[src/uosfr_pkg.sv]
package uosfr_pkg;

  // ==========================================================================
  // Register byte offsets
  // ==========================================================================
  localparam logic [11:0] UOSFR_OFF_CONTROL = 12'h800; // general_control_reg
  localparam logic [11:0] UOSFR_OFF_STATUS = 12'h804; // general_status_reg
  localparam logic [11:0] UOSFR_OFF_CLEAR = 12'h808; // status_flag_clear
  localparam logic [11:0] UOSFR_OFF_SET = 12'h80c; // status_flag_set
  localparam logic [11:0] UOSFR_OFF_IRQ_EN = 12'h810; // interrupt enables
  localparam logic [11:0] UOSFR_OFF_VERSION = 12'h818; // module_version
  localparam logic [11:0] UOSFR_OFF_CAPS = 12'h81c; // capability_report

  // ==========================================================================
  // Status flag bit positions (shared by clear, set and enable registers)
  // ==========================================================================
  localparam int UOSFR_FLAG_W = 10;
  localparam int UOSFR_BIT_ID_EDGE = 0;
  localparam int UOSFR_BIT_VBUS_EDGE = 1;
  localparam int UOSFR_BIT_VBUS_ERR = 3;
  localparam int UOSFR_BIT_BCONN_ERR = 4;
  localparam int UOSFR_BIT_ROLE_SWAP = 5;
  localparam int UOSFR_BIT_SUSP_TO = 7;
  localparam int UOSFR_BIT_VBUS_REQ = 9;
  // Pad levels shown in the status register
  localparam int UOSFR_BIT_ID_LEVEL = 10;
  localparam int UOSFR_BIT_VBUS_LEVEL = 11;

  // Writable flag bits and the subset that can interrupt
  localparam logic [9:0] UOSFR_FLAG_MASK = 10'h2bb;
  localparam logic [9:0] UOSFR_IRQ_MASK = 10'h0bb;

  // ==========================================================================
  // Control register bits
  // ==========================================================================
  localparam int UOSFR_CTL_MODULE_EN = 0;
  localparam int UOSFR_CTL_OTG_PAD_EN = 1;
  localparam int UOSFR_CTL_CLK_FREEZE = 2;
  localparam logic [2:0] UOSFR_CTL_RESET = 3'h0;

  // ==========================================================================
  // Capability field positions and reset values
  // ==========================================================================
  localparam int UOSFR_CAP_EP_LSB = 0;
  localparam int UOSFR_CAP_CHAN_LSB = 4;
  localparam int UOSFR_CAP_LEN24 = 7;
  localparam int UOSFR_CAP_FIFO_LSB = 8;
  localparam int UOSFR_CAP_MEM_LSB = 12;
  localparam int UOSFR_CAP_BYTEWR = 15;
  localparam int UOSFR_CAP_PATH16 = 16;
  localparam int UOSFR_CAP_HBISO_LSB = 17;
  localparam int UOSFR_VER_VARIANT_LSB = 16;
  localparam logic [9:0] UOSFR_FLAG_RESET = 10'h000;
  localparam logic [31:0] UOSFR_ZERO_WORD = 32'h0000_0000;

endpackage : uosfr_pkg

[src/uosfr_regs.sv]
// What this block does
// (RL1) VBUS pad level change, either direction, sets the VBUS edge flag; enabled flag interrupts.
// (RL2) VBUS edge flag clears only by writing one to its clear bit.
// (RL3) VBUS edge detection and interrupt ignore the clock freeze control.
// (RL4) Any ID pin level change sets the ID edge flag; enabled flag interrupts.
// (RL5) ID edge flag clears only by writing one to its clear bit.
// (RL6) ID edge detection ignores clock freeze, pad enable and module enable.
// (RL7) Clear register: ones clear flags at bits 9,7,5,4,3,1,0; zeros do nothing.
// (RL8) Set register: ones set the same flags for test; zeros do nothing.
// (RL9) Clear and set registers always read as zero.
// (RL10) Version register gives fixed 12-bit version, reserved variant in bits 19:16.
// (RL11) Capability bits 17..23 flag high-bandwidth isochronous on endpoints 1..7.
// (RL12) Path-width bit: one for 16-bit 30 MHz path, zero for 8-bit 60 MHz.
// (RL13) Byte-write bit: one when buffer memory natively supports byte writes.
// (RL14) Memory size code 0..6 means below 256..16384 bytes; 7 means at least 16384.
// (RL15) DMA FIFO depth code gives words; code zero means sixteen.
// (RL16) DMA length bit: one for 24-bit counters, zero for 16-bit.
// (RL17) DMA channel count field gives 1..7 channels; zero reserved.
// (RL18) Endpoint count field gives implemented endpoints; code zero means sixteen.
// (RL19) Interrupt is OR of every flag except VBUS request (bit 9) with its enable, held until all cleared.
//
// Design decision made here: register access over APB.
`timescale 1ns/1ps
`default_nettype none

module uosfr_regs
  import uosfr_pkg::*;
#(
  parameter logic [11:0] VERSION_NUM = 12'h123, // Arbitrary value
  parameter logic [3:0] VARIANT_NUM = 4'h0, // Arbitrary value
  parameter logic [6:0] HB_ISO_EPS = 7'h00,
  parameter logic PATH_16BIT = 1'b0,
  parameter logic MEM_BYTE_WRITE = 1'b1,
  parameter logic [2:0] MEM_SIZE_CODE = 3'h4,
  parameter int DMA_FIFO_WORDS = 16,
  parameter logic DMA_LEN_24BIT = 1'b0,
  parameter logic [2:0] DMA_CHANNELS = 3'h1,
  parameter int ENDPOINTS = 8
) (
  input wire logic pclk,
  input wire logic presetn,
  input wire logic psel,
  input wire logic penable,
  input wire logic pwrite,
  input wire logic [11:0] paddr,
  input wire logic [31:0] pwdata,
  output logic [31:0] prdata,
  output logic pready,
  output logic pslverr,
  input wire logic vbus_pad,
  input wire logic role_id_pin,
  input wire logic vbus_error_event,
  input wire logic bconn_error_event,
  input wire logic role_swap_event,
  input wire logic suspend_timeout_event,
  output logic module_enable,
  output logic otg_pad_enable,
  output logic clock_freeze,
  output logic vbus_request,
  output logic usb_irq
);

  // ==========================================================================
  // State
  // ==========================================================================
  typedef struct packed {
    logic [9:0] flags;
    logic [9:0] irq_en;
    logic [2:0] ctrl;
    logic vbus_prev;
    logic id_prev;
    logic primed;
    logic [31:0] rdata;
    logic ready;
    logic slverr;
    logic irq;
  } uosfr_state_type;

  uosfr_state_type state_q;
  uosfr_state_type state_d;

  // Address match, used by the write strobes; the read mux compares the full address
  function automatic logic uosfr_hit(input logic [11:0] addr, input logic [11:0] off);
    uosfr_hit = (addr[11:2] == off[11:2]);
  endfunction : uosfr_hit

  // ==========================================================================
  // Constant read words
  // ==========================================================================
  logic [31:0] version_word;
  logic [31:0] caps_word;
  logic [3:0] fifo_code;
  logic [3:0] ep_code;

  // Depth of sixteen wraps to code zero
  assign fifo_code = 4'(DMA_FIFO_WORDS % 16); // [RL15]
  assign ep_code = 4'(ENDPOINTS % 16); // [RL18]

  // Variant is reserved and carries no behaviour
  assign version_word = (32'(VARIANT_NUM) << UOSFR_VER_VARIANT_LSB)
                      | 32'(VERSION_NUM); // [RL10]

  // Capability word is fixed by build parameters
  assign caps_word = (32'(HB_ISO_EPS) << UOSFR_CAP_HBISO_LSB) // [RL11]
                   | (32'(PATH_16BIT) << UOSFR_CAP_PATH16) // [RL12]
                   | (32'(MEM_BYTE_WRITE) << UOSFR_CAP_BYTEWR) // [RL13]
                   | (32'(MEM_SIZE_CODE) << UOSFR_CAP_MEM_LSB) // [RL14]
                   | (32'(fifo_code) << UOSFR_CAP_FIFO_LSB) // [RL15]
                   | (32'(DMA_LEN_24BIT) << UOSFR_CAP_LEN24) // [RL16]
                   | (32'(DMA_CHANNELS) << UOSFR_CAP_CHAN_LSB) // [RL17]
                   | (32'(ep_code) << UOSFR_CAP_EP_LSB); // [RL18]

  // ==========================================================================
  // Next-state logic
  // ==========================================================================
  logic setup;
  logic wr_access;
  logic [9:0] hw_set;
  logic [9:0] sw_set;
  logic [9:0] sw_clr;

  assign setup = psel && !penable;
  // Writes land only at the access edge that the slave answers ready
  assign wr_access = psel && penable && pwrite && state_q.ready;

  // Pad edges and event inputs; detection is deliberately not gated by
  // clock_freeze, otg_pad_enable or module_enable so a frozen or disabled
  // controller still wakes on cable activity
  always_comb begin
    hw_set = 10'h000;
    hw_set[UOSFR_BIT_VBUS_EDGE] = state_q.primed && (vbus_pad != state_q.vbus_prev); // [RL1] [RL3]
    hw_set[UOSFR_BIT_ID_EDGE] = state_q.primed && (role_id_pin != state_q.id_prev); // [RL4] [RL6]
    hw_set[UOSFR_BIT_VBUS_ERR] = vbus_error_event;
    hw_set[UOSFR_BIT_BCONN_ERR] = bconn_error_event;
    hw_set[UOSFR_BIT_ROLE_SWAP] = role_swap_event;
    hw_set[UOSFR_BIT_SUSP_TO] = suspend_timeout_event;
  end

  // Write-one strobes, restricted to implemented flag bits
  assign sw_clr = (wr_access && uosfr_hit(paddr, UOSFR_OFF_CLEAR))
                ? (pwdata[9:0] & UOSFR_FLAG_MASK) : 10'h000; // [RL7] [RL2] [RL5]
  assign sw_set = (wr_access && uosfr_hit(paddr, UOSFR_OFF_SET))
                ? (pwdata[9:0] & UOSFR_FLAG_MASK) : 10'h000; // [RL8]

  always_comb begin
    state_d = state_q;
    // Pad history; the first sample after reset only primes it
    state_d.vbus_prev = vbus_pad;
    state_d.id_prev = role_id_pin;
    state_d.primed = 1'b1;
    // Set wins over clear so an event in the clearing cycle is kept
    state_d.flags = (state_q.flags & ~sw_clr) | sw_set | hw_set; // [RL2] [RL5] [RL7] [RL8]
    if (wr_access && uosfr_hit(paddr, UOSFR_OFF_CONTROL)) begin
      state_d.ctrl = pwdata[2:0];
    end
    if (wr_access && uosfr_hit(paddr, UOSFR_OFF_IRQ_EN)) begin
      state_d.irq_en = pwdata[9:0] & UOSFR_IRQ_MASK;
    end
    // Registered from next values so the pin tracks the flags exactly
    state_d.irq = |(state_d.flags & state_d.irq_en & UOSFR_IRQ_MASK); // [RL19] [RL1] [RL4]
    // Answer one cycle after setup: pready high in the first access cycle
    state_d.ready = setup;
    state_d.slverr = 1'b0;
    state_d.rdata = UOSFR_ZERO_WORD;
    if (setup) begin
      case (paddr)
        UOSFR_OFF_CONTROL: begin
          state_d.rdata = 32'(state_q.ctrl);
        end
        UOSFR_OFF_STATUS: begin
          state_d.rdata = 32'(state_q.flags)
                        | (32'(state_q.id_prev) << UOSFR_BIT_ID_LEVEL)
                        | (32'(state_q.vbus_prev) << UOSFR_BIT_VBUS_LEVEL);
        end
        UOSFR_OFF_CLEAR, UOSFR_OFF_SET: begin
          state_d.rdata = UOSFR_ZERO_WORD; // [RL9]
        end
        UOSFR_OFF_IRQ_EN: begin
          state_d.rdata = 32'(state_q.irq_en);
        end
        UOSFR_OFF_VERSION: begin
          state_d.rdata = version_word; // [RL10]
        end
        UOSFR_OFF_CAPS: begin
          state_d.rdata = caps_word; // [RL11]
        end
        default: begin
          // Unmapped word or misaligned address: error answer; a misaligned write to a mapped word still stores
          state_d.slverr = 1'b1;
        end
      endcase
    end
  end

  // ==========================================================================
  // State register
  // ==========================================================================
  always_ff @(posedge pclk or negedge presetn) begin
    if (!presetn) begin
      state_q.flags <= UOSFR_FLAG_RESET;
      state_q.irq_en <= UOSFR_FLAG_RESET;
      state_q.ctrl <= UOSFR_CTL_RESET;
      state_q.vbus_prev <= 1'b0;
      state_q.id_prev <= 1'b0;
      state_q.primed <= 1'b0;
      state_q.rdata <= UOSFR_ZERO_WORD;
      state_q.ready <= 1'b0;
      state_q.slverr <= 1'b0;
      state_q.irq <= 1'b0;
    end else begin
      state_q <= state_d;
    end
  end

  // Outputs straight from flip-flops
  assign prdata = state_q.rdata;
  assign pready = state_q.ready;
  assign pslverr = state_q.slverr;
  assign usb_irq = state_q.irq;
  assign vbus_request = state_q.flags[UOSFR_BIT_VBUS_REQ];
  assign module_enable = state_q.ctrl[UOSFR_CTL_MODULE_EN];
  assign otg_pad_enable = state_q.ctrl[UOSFR_CTL_OTG_PAD_EN];
  assign clock_freeze = state_q.ctrl[UOSFR_CTL_CLK_FREEZE];

  logic clr_wr;
  logic set_wr;
  assign clr_wr = psel && penable && pwrite && pready
                && (paddr == UOSFR_OFF_CLEAR);
  assign set_wr = psel && penable && pwrite && pready
                && (paddr == UOSFR_OFF_SET);
endmodule : uosfr_regs

`default_nettype wire

[config.mk]
export PLATFORM = sky130hd
export DESIGN_NAME = uosfr_regs
export DESIGN_NICKNAME = d
export VERILOG_FILES = /design/src/uosfr_pkg.sv /design/src/uosfr_regs.sv
export SDC_FILE = /design/constraint.sdc
export NUM_CORES = 1
export LEC_CHECK = 0
export ABC_CLOCK_PERIOD_IN_PS = 2400
export CORE_MARGIN = 2
export CORE_UTILIZATION = 43
export DETAILED_ROUTE_END_ITERATION = 10
export DONT_BUFFER_PORTS = 1
export PLACE_DENSITY = 0.62
export SLEW_MARGIN = 20
export SYNTH_ARGS = -nofsm -noshare
export SYNTH_HDL_FRONTEND = slang
export SYNTH_SLANG_ARGS = --single-unit
[constraint.sdc]
create_clock -name pclk -period 2.4 [get_ports pclk]
set_clock_uncertainty 0.2 [all_clocks]
set_input_delay 0.48 -clock pclk [delete_from_list [all_inputs] [get_ports pclk]]
set_output_delay 0.48 -clock pclk [all_outputs]
set_load 0.005 [all_outputs]
== Word level (Yosys, flattened, before mapping) ==
Cells that the tools add are included.
Cells by class
  $add $sub $neg: 0
  multiply operators: 0
  divide/modulo/power cells: 0
  magnitude comparators: 0
  equal/unequal tests: 13
  shifts and indexed selects: 0
  multiplexer cells: 7
  bitwise operators: 7
  reductions and logical operators: 13
Operators with widths (count)
  12-bit equality test, second input constant: 7
  16-bit case mux with 5 select lines: 1
  10-bit equality test, second input constant: 4
  32-bit 2-to-1 mux: 1
  10-bit 2-to-1 mux: 3
  11-bit by 12-bit OR with 12-bit output: 1
  10-bit by 11-bit OR with 11-bit output: 1
  10-bit AND: 1
  1-bit logical AND: 10
  10-bit NOT: 1
  10-bit OR: 1
  10-bit by 8-bit OR with 10-bit output: 1
  8-bit AND: 1
  7-bit OR reduction: 1
  6-bit OR reduction: 1
  1-bit 2-to-1 mux: 2
  1-bit != test: 2
  1-bit logical NOT: 1
Storage, ports and cells
  flip-flop bits (word level): 61
  latch bits: 0
  RAM bits: 0
  ROM bits: 0
  output and inout bits: 39
  logic and storage cells: 50
  memories kept: 0

== Longest topological paths before layout ==
Gate-level depths: netlist (run 1).
  depth in word-level cells: 11
  depth in mapped cells: 7

== Worst setup path before layout (run 1) ==
No wires, ideal clock.
  path type: input to register
  start: in paddr[7]
  end: reg state_q, in the netlist usb_irq
  library setup time: 0.133 ns
  data arrival time: 2.366 ns
  required time: 2.067 ns
  path slack: -0.299 ns
  stages: 7
  buffers on the path: 2
  path through: or4_4 buf_6 or4_4 buf_6 mux2_4 a21boi_0 nand4b_1
RTL lines
  start, declared: RTL line uosfr_regs.sv:45  | input wire logic [11:0] paddr,
  end signal, assigned: RTL line uosfr_regs.sv:211  | state_q <= state_d;
  end, declared: RTL line uosfr_regs.sv:79  | uosfr_state_type state_q;

==> results of run 1 <==
-- area by class of cell --
type                       count  share of cell area [%]
multi-input combinational    111                    40.9
tap                           50                    3.31
sequential                    34                    45.0
clock buffer                   6                    4.37
timing repair buffer          10                    5.03
clock inverter                 2                   0.661
inverter                       4                   0.794
-- cells in the final DEF (no fill, tap or decap), types with 2 or more instances in the layout --
cell type,instances
dfrtp_1,34
conb_1,20
nor2_1,9
nand2_1,8
and2_1,7
clkbuf_8,6
buf_4,6
nand3b_1,5
a22oi_1,5
mux2_4,5
inv_1,4
mux2_2,4
o41a_1,4
a311o_1,4
nor2b_1,3
and3_1,3
dlygate4sd3_1,3
or4_4,2
o21ai_0,2
nor3_1,2
a21boi_0,2
o21a_1,2
mux2i_1,2
o22ai_1,2
xor2_1,2
-- critical path, stage by stage --
cell	delay, ns
or4_4	0.57
or4_4	0.52
mux2_4	0.33
a21boi_0	0.14
nand4b_1	0.19
-- metal layers --
layer / track usage (%) / part of all wire, % / vias up
met5: 0 / 0 / -
met4: 7.05 / 2.2 / 0
met3: 5.52 / 10 / 7
met2: 24.9 / 48 / 63
met1: 18.5 / 40 / 560
li1: - / - / 543
-- repair_timing --
action	CTS	global route
hold buffers	2	2
endpoints found under the hold margin	34	2
buffers inserted	0	0
-- flip-flops by register name, indices dropped and copies added (netlist names) --
name / count
prdata: 12
pslverr: 1
usb_irq: 1
otg_pad_enable: 1
clock_freeze: 1
state_q: 15
vbus_request: 1
module_enable: 1
pready: 1
-- kinds of logic after synthesis --
logic type / Yosys count / share of synthesized area [%]
muxes: 12 / 8.17
buffers and inverters: 43 / 16.0
and+or+nand+nor: 50 / 16.7
DFF: 34 / 45.9
other: 2 / 0.405
xor gates and xnor gates: 2 / 0.945
AOI/OAI and AO/OA: 27 / 11.8
-- power by group --
| group | internal (mW) | switching, mW |
|---|---|---|
| registers | 0.578 | 0.00285 |
| clock network | 0.230 | 0.198 |
| logic | 0.0252 | 0.0389 |
-- final timing paths --
kind / to / cells after the start / startpoint
worst max-delay path: usb_irq / 5 / paddr[7]
worst min-delay path: otg_pad_enable / 1 / pwdata[1]
worst max register to register: usb_irq / 5 / pready
worst min register to register: prdata[10] / 1 / state_q[36]
max in group asynchronous: prdata[9] / 2 / presetn
min in group asynchronous: state_q[41] / 2 / presetn
==> flow_summary.yaml, run 1 <==
sta:
  grt_setup_unrepaired: "false"
  setup_slack_ns: 0.116
  final_period_minus_worst_setup_slack_ns: 2.28
  timing.fmax_ghz: 0.438
  post-route-period-util_pct: 95.2
  final_setup_violation_count: 0
  final.setup.tns_ns: 0
  hold-worst-slack_ns: 0.118
  drv_slew: 0
  hold_viol_final: 0
route:
  drtPass1Iterations: 5
  final_antenna_net_count: 0
  final_routed_wire_length_divided_by_cell_count_um: 16.5
  first_iter_violations: 77
  vias: 1173
  totalWireLength_um: 3570
  drcViolationCount: 0
  vias_per_cell: 5.41
die:
  die_w_um: 69.6
  die_y_um: 69.6
  floorplan.initialDensity_pct: 45.3
  std_cell_rows: 23
  top_level_ports: 94
  floorplan.core_area_sq_mm: 0.00409
  dieArea_sq_mm: 0.00485
placed_design:
  gpl.final_weighted_congestion: 0.773
  portBuffers: 0
  cell_area_after_placement_sq_mm: 0.00175
  pre_cts_ws_ns: -0.199
  dp.final_hpwl_um: 2670
  place.detailed.instances: 205
layout:
  final_cells: 217
  sequential_cell_area_sq_um: 851
  area_delta_synth_final_pct: 2.09
  antennaDiodeCount: 0
  finalCoreUtilization_pct: 46.3
  layout.cell_area.non_filler_sq_mm: 0.00189
  final_net_count: 221
  fill_cells: 389
  multi_input_area_sq_um: 773
  layout-drive-gt1-share_pct: 18.0
critical_path:
  reg2reg_setup_slack_ns: 0.28
  timing.critical_path.required_ns: 2.35
  cp-start-kind: "primary input"
  type_of_the_worst_setup_path: "in -> reg"
  arrival_ns: 2.24
  timing.critical_path.to_type: "flip-flop"
  crit_fanout: 6
clock_network:
  cts_buffer_count: 5
  clk_transition_reported_paths_ns: 0.07
  ctsResizeCount: 0
  clk_root_buffer_cell: "clkbuf_8"
  cts.sinks: 34
  cts_max_path_buffers: 2
  htree_levels: 2
  tritoncts: "done"
  clkLatencyLatePin_ns: 0.29
pwr:
  vdd.ir_drop.worst_mv: 0.209
  design_power_total_mw: 1.07
  leakage_nw: 0.877
  powerDensity_mw_per_mm2: 567
synth:
  synthMostInstantiatedCell: "dfrtp_1"
  synth.largest_area_cell: "dfrtp_1"
  post_synth_main_area_contributors: "dfrtp_1 46%, buf_4 13%, mux2_4 4.1%, mux2_2 2.4%, o41a_1 2.4%"
  asyncSetResetFlopFracSynth_pct: 100
  yosysWarnings: 0
  synthesis.area_sq_mm: 0.00185
  yosys_most_used_dff: "dfrtp_1"
  synth-seq-area-share_pct: 45.9
  synthDistinctLibCells: 43
  syn_area_per_cell_sq_um: 10.9
  synthTopCellsByCount: "34 x dfrtp_1, 32 x buf_4, 9 x nor2_1"
  synth-edff-count: 0
  syn-instance-count: 170
  synth_seq_cells: 34
  post-synth-top-area-fraction_pct: 45.9
grt:
  grt_max_degree: 35
  globalRouteOverflowTotal: 0
  antenna_found_initial: 0
  grt_pass1_vias: 1173
  global_route_wire_length_before_repair_um: 5830
  gr-usage-all-layers_pct: 15.4
hold_path:
  worst_hold_path_type: "in -> reg"
run:
  timing.max_cap.violations: 0
outcome:
  run_status: "finished clean"
No activity file was read; power rests on OpenSTA's default activity.
==> run 2, diff against run 1 <==
--- a/config.mk
+++ b/config.mk
@@ -7,10 +7,11 @@
 export LEC_CHECK = 0
 export ABC_CLOCK_PERIOD_IN_PS = 2400
 export CORE_MARGIN = 2
-export CORE_UTILIZATION = 43
+export CORE_UTILIZATION = 62
 export DETAILED_ROUTE_END_ITERATION = 10
 export DONT_BUFFER_PORTS = 1
-export PLACE_DENSITY = 0.62
+export GPL_TIMING_DRIVEN = 0
+export PLACE_DENSITY = 0.82
 export SLEW_MARGIN = 20
 export SYNTH_ARGS = -nofsm -noshare
 export SYNTH_HDL_FRONTEND = slang
==> run 2 against run 1 <==
  * Critical path depth increased by 2
  * The run now ends with design-rule violations left
  * Sequential share of layout area decreased by 4.6 points
  * Largest power group unchanged
  * Largest cell class unchanged
  * Maximum frequency decreased by 2.9%
  * Non-clock buffer count increased by 34
==> flow_summary.yaml, run 2 (same netlist as run 1, synthesis figures left out) <==
layout:
  fill_cells: 205
  area_delta_synth_final_pct: 13.7
  most-common-layout-cells: "34 x dfrtp_1, 33 x buf_4, 20 x conb_1"
  largest_register_ffs: 15
  final_net_count: 255
  commonest_non_fill_non_tap_cell_in_the_layout: "dfrtp_1"
  antennaDiodeCount: 0
  finalCoreUtilization_pct: 75.1
  largest-register: "state_q"
  sequential_cell_area_sq_um: 851
  multi_input_area_sq_um: 778
  layout-drive-gt1-share_pct: 30.0
die:
  die_y_um: 58.7
  top_level_ports: 94
  dieArea_sq_mm: 0.00344
  floorplan.core_area_sq_mm: 0.00281
  die_w_um: 58.7
  floorplan.initialDensity_pct: 66.1
  std_cell_rows: 19
pwr:
  vdd.ir_drop.worst_mv: 0.375
  clock_power_share_pct: 38.6
  switching_share_pct: 21.9
  switching_component_of_the_power_mw: 0.243
  pwr-share-seq_pct: 52.3
  power.internal_mw: 0.865
  leakage_nw: 1.05
  powerDensity_mw_per_mm2: 526
  comb_power_share_pct: 9.0
placed_design:
  gpl.final_weighted_congestion: 0.839
  dp.final_hpwl_um: 2880
  portBuffers: 0
  pre_cts_ws_ns: -0.380
clock_network:
  cts_buffer_count: 5
  tritoncts: "done"
  cts.sinks: 34
  clk_root_buffer_cell: "clkbuf_4"
  clkLatencyLatePin_ns: 0.35
  clk_transition_reported_paths_ns: 0.10
  htree_levels: 2
  cts_max_path_buffers: 2
critical_path:
  reg2reg_setup_slack_ns: 0.19
  cp-start-kind: "primary input"
  critPathCapture: "usb_irq"
  timing.critical_path.cells: "or4_4, buf_6, or4_4, buf_6, mux2_4, a22oi_1, nand4b_1"
  worst_path_largest_cell_delay_ns: 0.51
  slowest_cell_on_the_critical_path: "or4_4"
  type_of_the_worst_setup_path: "in -> reg"
  path_buf_inv: 2
  crit_fanout: 9
  worstRegToRegCells: 6
  critical_path.startpoint: "paddr[7]"
  timing.critical_path.required_ns: 2.43
  arrival_ns: 2.38
  timing.rr.start: "pready"
  critical-path-top-delay-family: "simple AND/OR/NAND/NOR gates"
  timing.critical_path.depth: 7
  timing.critical_path.to_type: "flip-flop"
  r2r-end: "usb_irq"
grt:
  globalRouteOverflowTotal: 0
  gr-usage-all-layers_pct: 24.6
  grt_max_degree: 35
  grt_pass1_vias: 1286
  global_route_wire_length_before_repair_um: 6130
  antenna_found_initial: 0
hold_path:
  worst_hold_path_type: "in -> reg"
route:
  vias_per_cell: 5.61
  final_antenna_net_count: 0
  totalWireLength_um: 3860
  drcViolationCount: 8
  final_routed_wire_length_divided_by_cell_count_um: 16.7
  first_iter_violations: 42
  drtPass1Iterations: 7
  vias: 1295
sta:
  final_setup_violation_count: 0
  drv_slew: 0
  final.setup.tns_ns: 0
  hold_viol_final: 0
  setup_slack_ns: 0.0475
  slew_limit_headroom_pct: 59.2
  timing.fmax_ghz: 0.425
  post-route-period-util_pct: 98.0
  final_period_minus_worst_setup_slack_ns: 2.35
  pin_slew_with_the_least_headroom_to_its_limit_ns: 0.607
  hold-worst-slack_ns: 0.0695
  grt_setup_unrepaired: "false"
outcome:
  run_status: "finished, violations left"
  failed_checks: "design-rule violations"
run:
  timing.max_cap.violations: 0
run 2: changes by cell type in the layout (fill, tap and decap cells not counted), sizes merged:
cell	previous run	this run
bufinv	0	1
clkinv	1	0
clkbuf	6	11
clkinvlp	1	0
buf	7	36
run 2: worst min path at each step:
stage                               start        endpoint  cells past startpoint
CTS                     bconn_error_event     state_q[55]                      1
global placement                  presetn       prdata[5]                      0
global route                    pwdata[1]  otg_pad_enable                      1
detailed placement                presetn       prdata[4]                      0
finish              suspend_timeout_event     state_q[58]                      1
floorplan                         presetn    clock_freeze                      0
run 2: power by group through the flow:
stage          Clock (mW)  Sequential (mW)  Combinational [mW]
2_1_floorplan           0            0.591              0.0673
3_3_place_gp            0            0.591              0.0762
3_5_place_dp            0            0.591              0.0783
4_1_cts             0.438            0.580              0.0984
5_1_grt             0.459            0.581               0.111
6_report            0.428            0.580               0.100
run 2: per-layer routing:
| layer | global-route usage, % | vias up | routed length (um) |
|---|---|---|---|
| met5 | 0 | - | 0 |
| met4 | 10.1 | 0 | 77 |
| met3 | 10.8 | 9 | 478 |
| met2 | 39.8 | 81 | 1840 |
| met1 | 28.7 | 598 | 1470 |
| li1 | - | 607 | - |
run 2: stage by stage:
| step | total power [mW] | std cells | cell area [sq um] |
|---|---|---|---|
| 3_5_place_dp | 0.670 | 219 | 1960 |
| 6_report | 1.11 | 231 | 2110 |
| 3_3_place_gp | 0.667 | 219 | 1960 |
| 5_1_grt | 1.15 | 231 | 2110 |
| 2_1_floorplan | 0.658 | 188 | 1920 |
| 4_1_cts | 1.12 | 231 | 2100 |
run 2: area by class of cell:
type                       instances  share of cell area (%)
buffer                            39                    13.5
clock buffer                       6                    2.43
clock inverter                     1                    1.43
inverter                           4                   0.713
multi-input combinational        111                    36.9
sequential                        34                    40.4
tap                               31                    1.84
timing repair buffer               5                    2.73
run 2: what timing repair did:
action	in CTS	in global routing
endpoints found under the hold margin	36	0
endpoints found under the setup margin	1	1
pin swaps	1	0
gates resized for setup	1	1
hold buffers	4	0
setup buffers	1	0
==> run 3, diff against run 2 <==
--- a/config.mk
+++ b/config.mk
@@ -6,7 +6,7 @@
 export NUM_CORES = 1
 export LEC_CHECK = 0
 export ABC_CLOCK_PERIOD_IN_PS = 2400
-export CORE_MARGIN = 2
+export CORE_MARGIN = 3
 export CORE_UTILIZATION = 62
 export DETAILED_ROUTE_END_ITERATION = 10
 export DONT_BUFFER_PORTS = 1
==> run 3 against run 2 <==
  * The run now ends clean
  * Non-clock buffer count grew 3
  * Clock-buffer cell count did not move
  * Combinational power is essentially flat
  * Critical path depth unchanged
  * Clock power barely moved
  * Sequential share of layout area is 0.29 points lower
  * Cell count up 1.3%
  * Largest cell class unchanged
  * Via count grew 3.1%
  * Critical endpoint unchanged
  * Routed wire length up 2.4%
==> flow_summary.yaml, run 3 (same netlist as run 1, synthesis figures left out) <==
outcome:
  run_status: "finished clean"
hold_path:
  whs_path_depth: 1
  hold_path_startpoint: "pwdata[1]"
  worst_hold_path_type: "in -> reg"
  timing.hold.worst_endpoint: "otg_pad_enable"
critical_path:
  slowest_cell_on_the_critical_path: "or4_4"
  arrival_ns: 2.38
  reg2reg_setup_slack_ns: 0.24
  cp-start-kind: "primary input"
  worst_path_largest_cell_delay_ns: 0.53
  timing.critical_path.cells: "or3b_1, buf_2, or4_4, buf_6, mux2_4, a22oi_1, nand4b_1"
  worstRegToRegCells: 6
  timing.critical_path.to_type: "flip-flop"
  r2r-end: "usb_irq"
  crit_fanout: 9
  type_of_the_worst_setup_path: "in -> reg"
  timing.critical_path.required_ns: 2.42
  timing.rr.start: "pready"
layout:
  largest_register_ffs: 15
  final_net_count: 258
  layout.cell_area.non_filler_sq_mm: 0.00212
  most-common-layout-cells: "36 x buf_4, 34 x dfrtp_1, 20 x conb_1"
  commonest_non_fill_non_tap_cell_in_the_layout: "buf_4"
  antennaDiodeCount: 0
  area_delta_synth_final_pct: 14.5
  largest-register: "state_q"
  final_cells: 234
  layout-drive-gt1-share_pct: 30.5
pwr:
  powerDensity_mw_per_mm2: 521
  leakage_nw: 1.06
  vdd.ir_drop.worst_mv: 0.451
  design_power_total_mw: 1.11
clock_network:
  clkLatencyLatePin_ns: 0.34
  tritoncts: "done"
  htree_levels: 2
  cts_buffer_count: 5
  clk_transition_reported_paths_ns: 0.10
  cts_max_path_buffers: 2
  clk_root_buffer_cell: "clkbuf_4"
  cts.sinks: 34
die:
  die_w_um: 60.7
  floorplan.initialDensity_pct: 66.1
  dieArea_sq_mm: 0.00368
  floorplan.core_area_sq_mm: 0.00281
  top_level_ports: 94
  die_y_um: 60.7
  std_cell_rows: 19
placed_design:
  place.detailed.instances: 219
  portBuffers: 0
  cell_area_after_placement_sq_mm: 0.00196
  dp.final_hpwl_um: 2730
  gpl.final_weighted_congestion: 0.819
run:
  timing.max_cap.violations: 0
sta:
  hold_viol_final: 0
  grt_setup_unrepaired: "false"
  slew_limit_headroom_pct: 66.2
  final_period_minus_worst_setup_slack_ns: 2.36
  timing.fmax_ghz: 0.424
  drv_slew: 0
  final_setup_violation_count: 0
  post-route-period-util_pct: 98.3
  pin_slew_with_the_least_headroom_to_its_limit_ns: 0.504
  hold-worst-slack_ns: 0.0656
  final.setup.tns_ns: 0
grt:
  grt_max_degree: 35
  globalRouteOverflowTotal: 0
  gr-usage-all-layers_pct: 21.7
  grt_pass1_vias: 1222
  global_route_wire_length_before_repair_um: 5680
  antenna_found_initial: 0
route:
  first_iter_violations: 73
  totalWireLength_um: 3950
  final_antenna_net_count: 0
  vias_per_cell: 5.71
  drtPass1Iterations: 5
  final_routed_wire_length_divided_by_cell_count_um: 16.9
  drcViolationCount: 0
  vias: 1335
[run 3: changes by cell type in the layout (fill, tap and decap cells not counted)]
cell,change
buf_2,+1
clkbuf_4,-1
buf_4,+3
a22oi_2,-1
a22oi_1,+1
[run 3: timing repair]
item                                   4_1_cts  5_1_grt
setup endpoints to repair                    1        2
endpoints found under the hold margin       36        0
hold buffers                                 4        0
resized for setup                            0        1
pin swaps                                    1        1
buffers inserted                             1        3
[run 3: stage by stage]
step                      worst slack (ns)  utilization, %
after floorplan                     -0.185               -
after global placement              -0.316            69.9
after detailed placement            -0.318            69.9
after CTS                           0.0301            74.8
after global routing               0.00373            75.6
final                               0.0412            75.6
[run 3: worst max path at each step]
stage               slack, ns  depth (start not counted)       to     start
floorplan               -0.18                          7  usb_irq  paddr[7]
global placement        -0.32                          7  usb_irq  paddr[5]
detailed placement      -0.32                          7  usb_irq  paddr[5]
CTS                      0.03                          7  usb_irq  paddr[5]
global route            0.004                          7  usb_irq  paddr[5]
finish                   0.04                          7  usb_irq  paddr[5]
[run 3: per-layer routing]
layer / vias to the layer above / track usage, % / routed length [um]
met1: 628 / 26.5 / 1560
li1: 612 / - / -
met4: 0 / 8.05 / 65
met5: - / 0 / 0
met3: 9 / 10.9 / 425
met2: 86 / 33.3 / 1900
[run 3: worst max-delay path: cells and delay by family]
family                 cells  cell delay (ns)
muxes                      1             0.31
and+or+nand+nor            3             1.02
buffers and inverters      2             0.36
AOI/OAI and AO/OA          1             0.21
[run 3: area by class of cell]
cell class              count  area [sq um]
plain buffers              39           283
clock buffers               6          51.3
clock inverters             1          30.0
fillers                   202           683
inverters                   4          15.0
multi-input cells         111           773
flip-flops and latches     34           851
well taps                  31          38.8
repair buffers              8          80.1
[run 3: report_power, final]
part	internal, mW	switching [mW]	total (mW)	leakage [nW]
Clock	0.242	0.183	0.425	0.0443
Combinational	0.0455	0.0555	0.101	0.581
Sequential	0.577	0.00296	0.580	0.435
Total	0.865	0.241	1.11	1.06
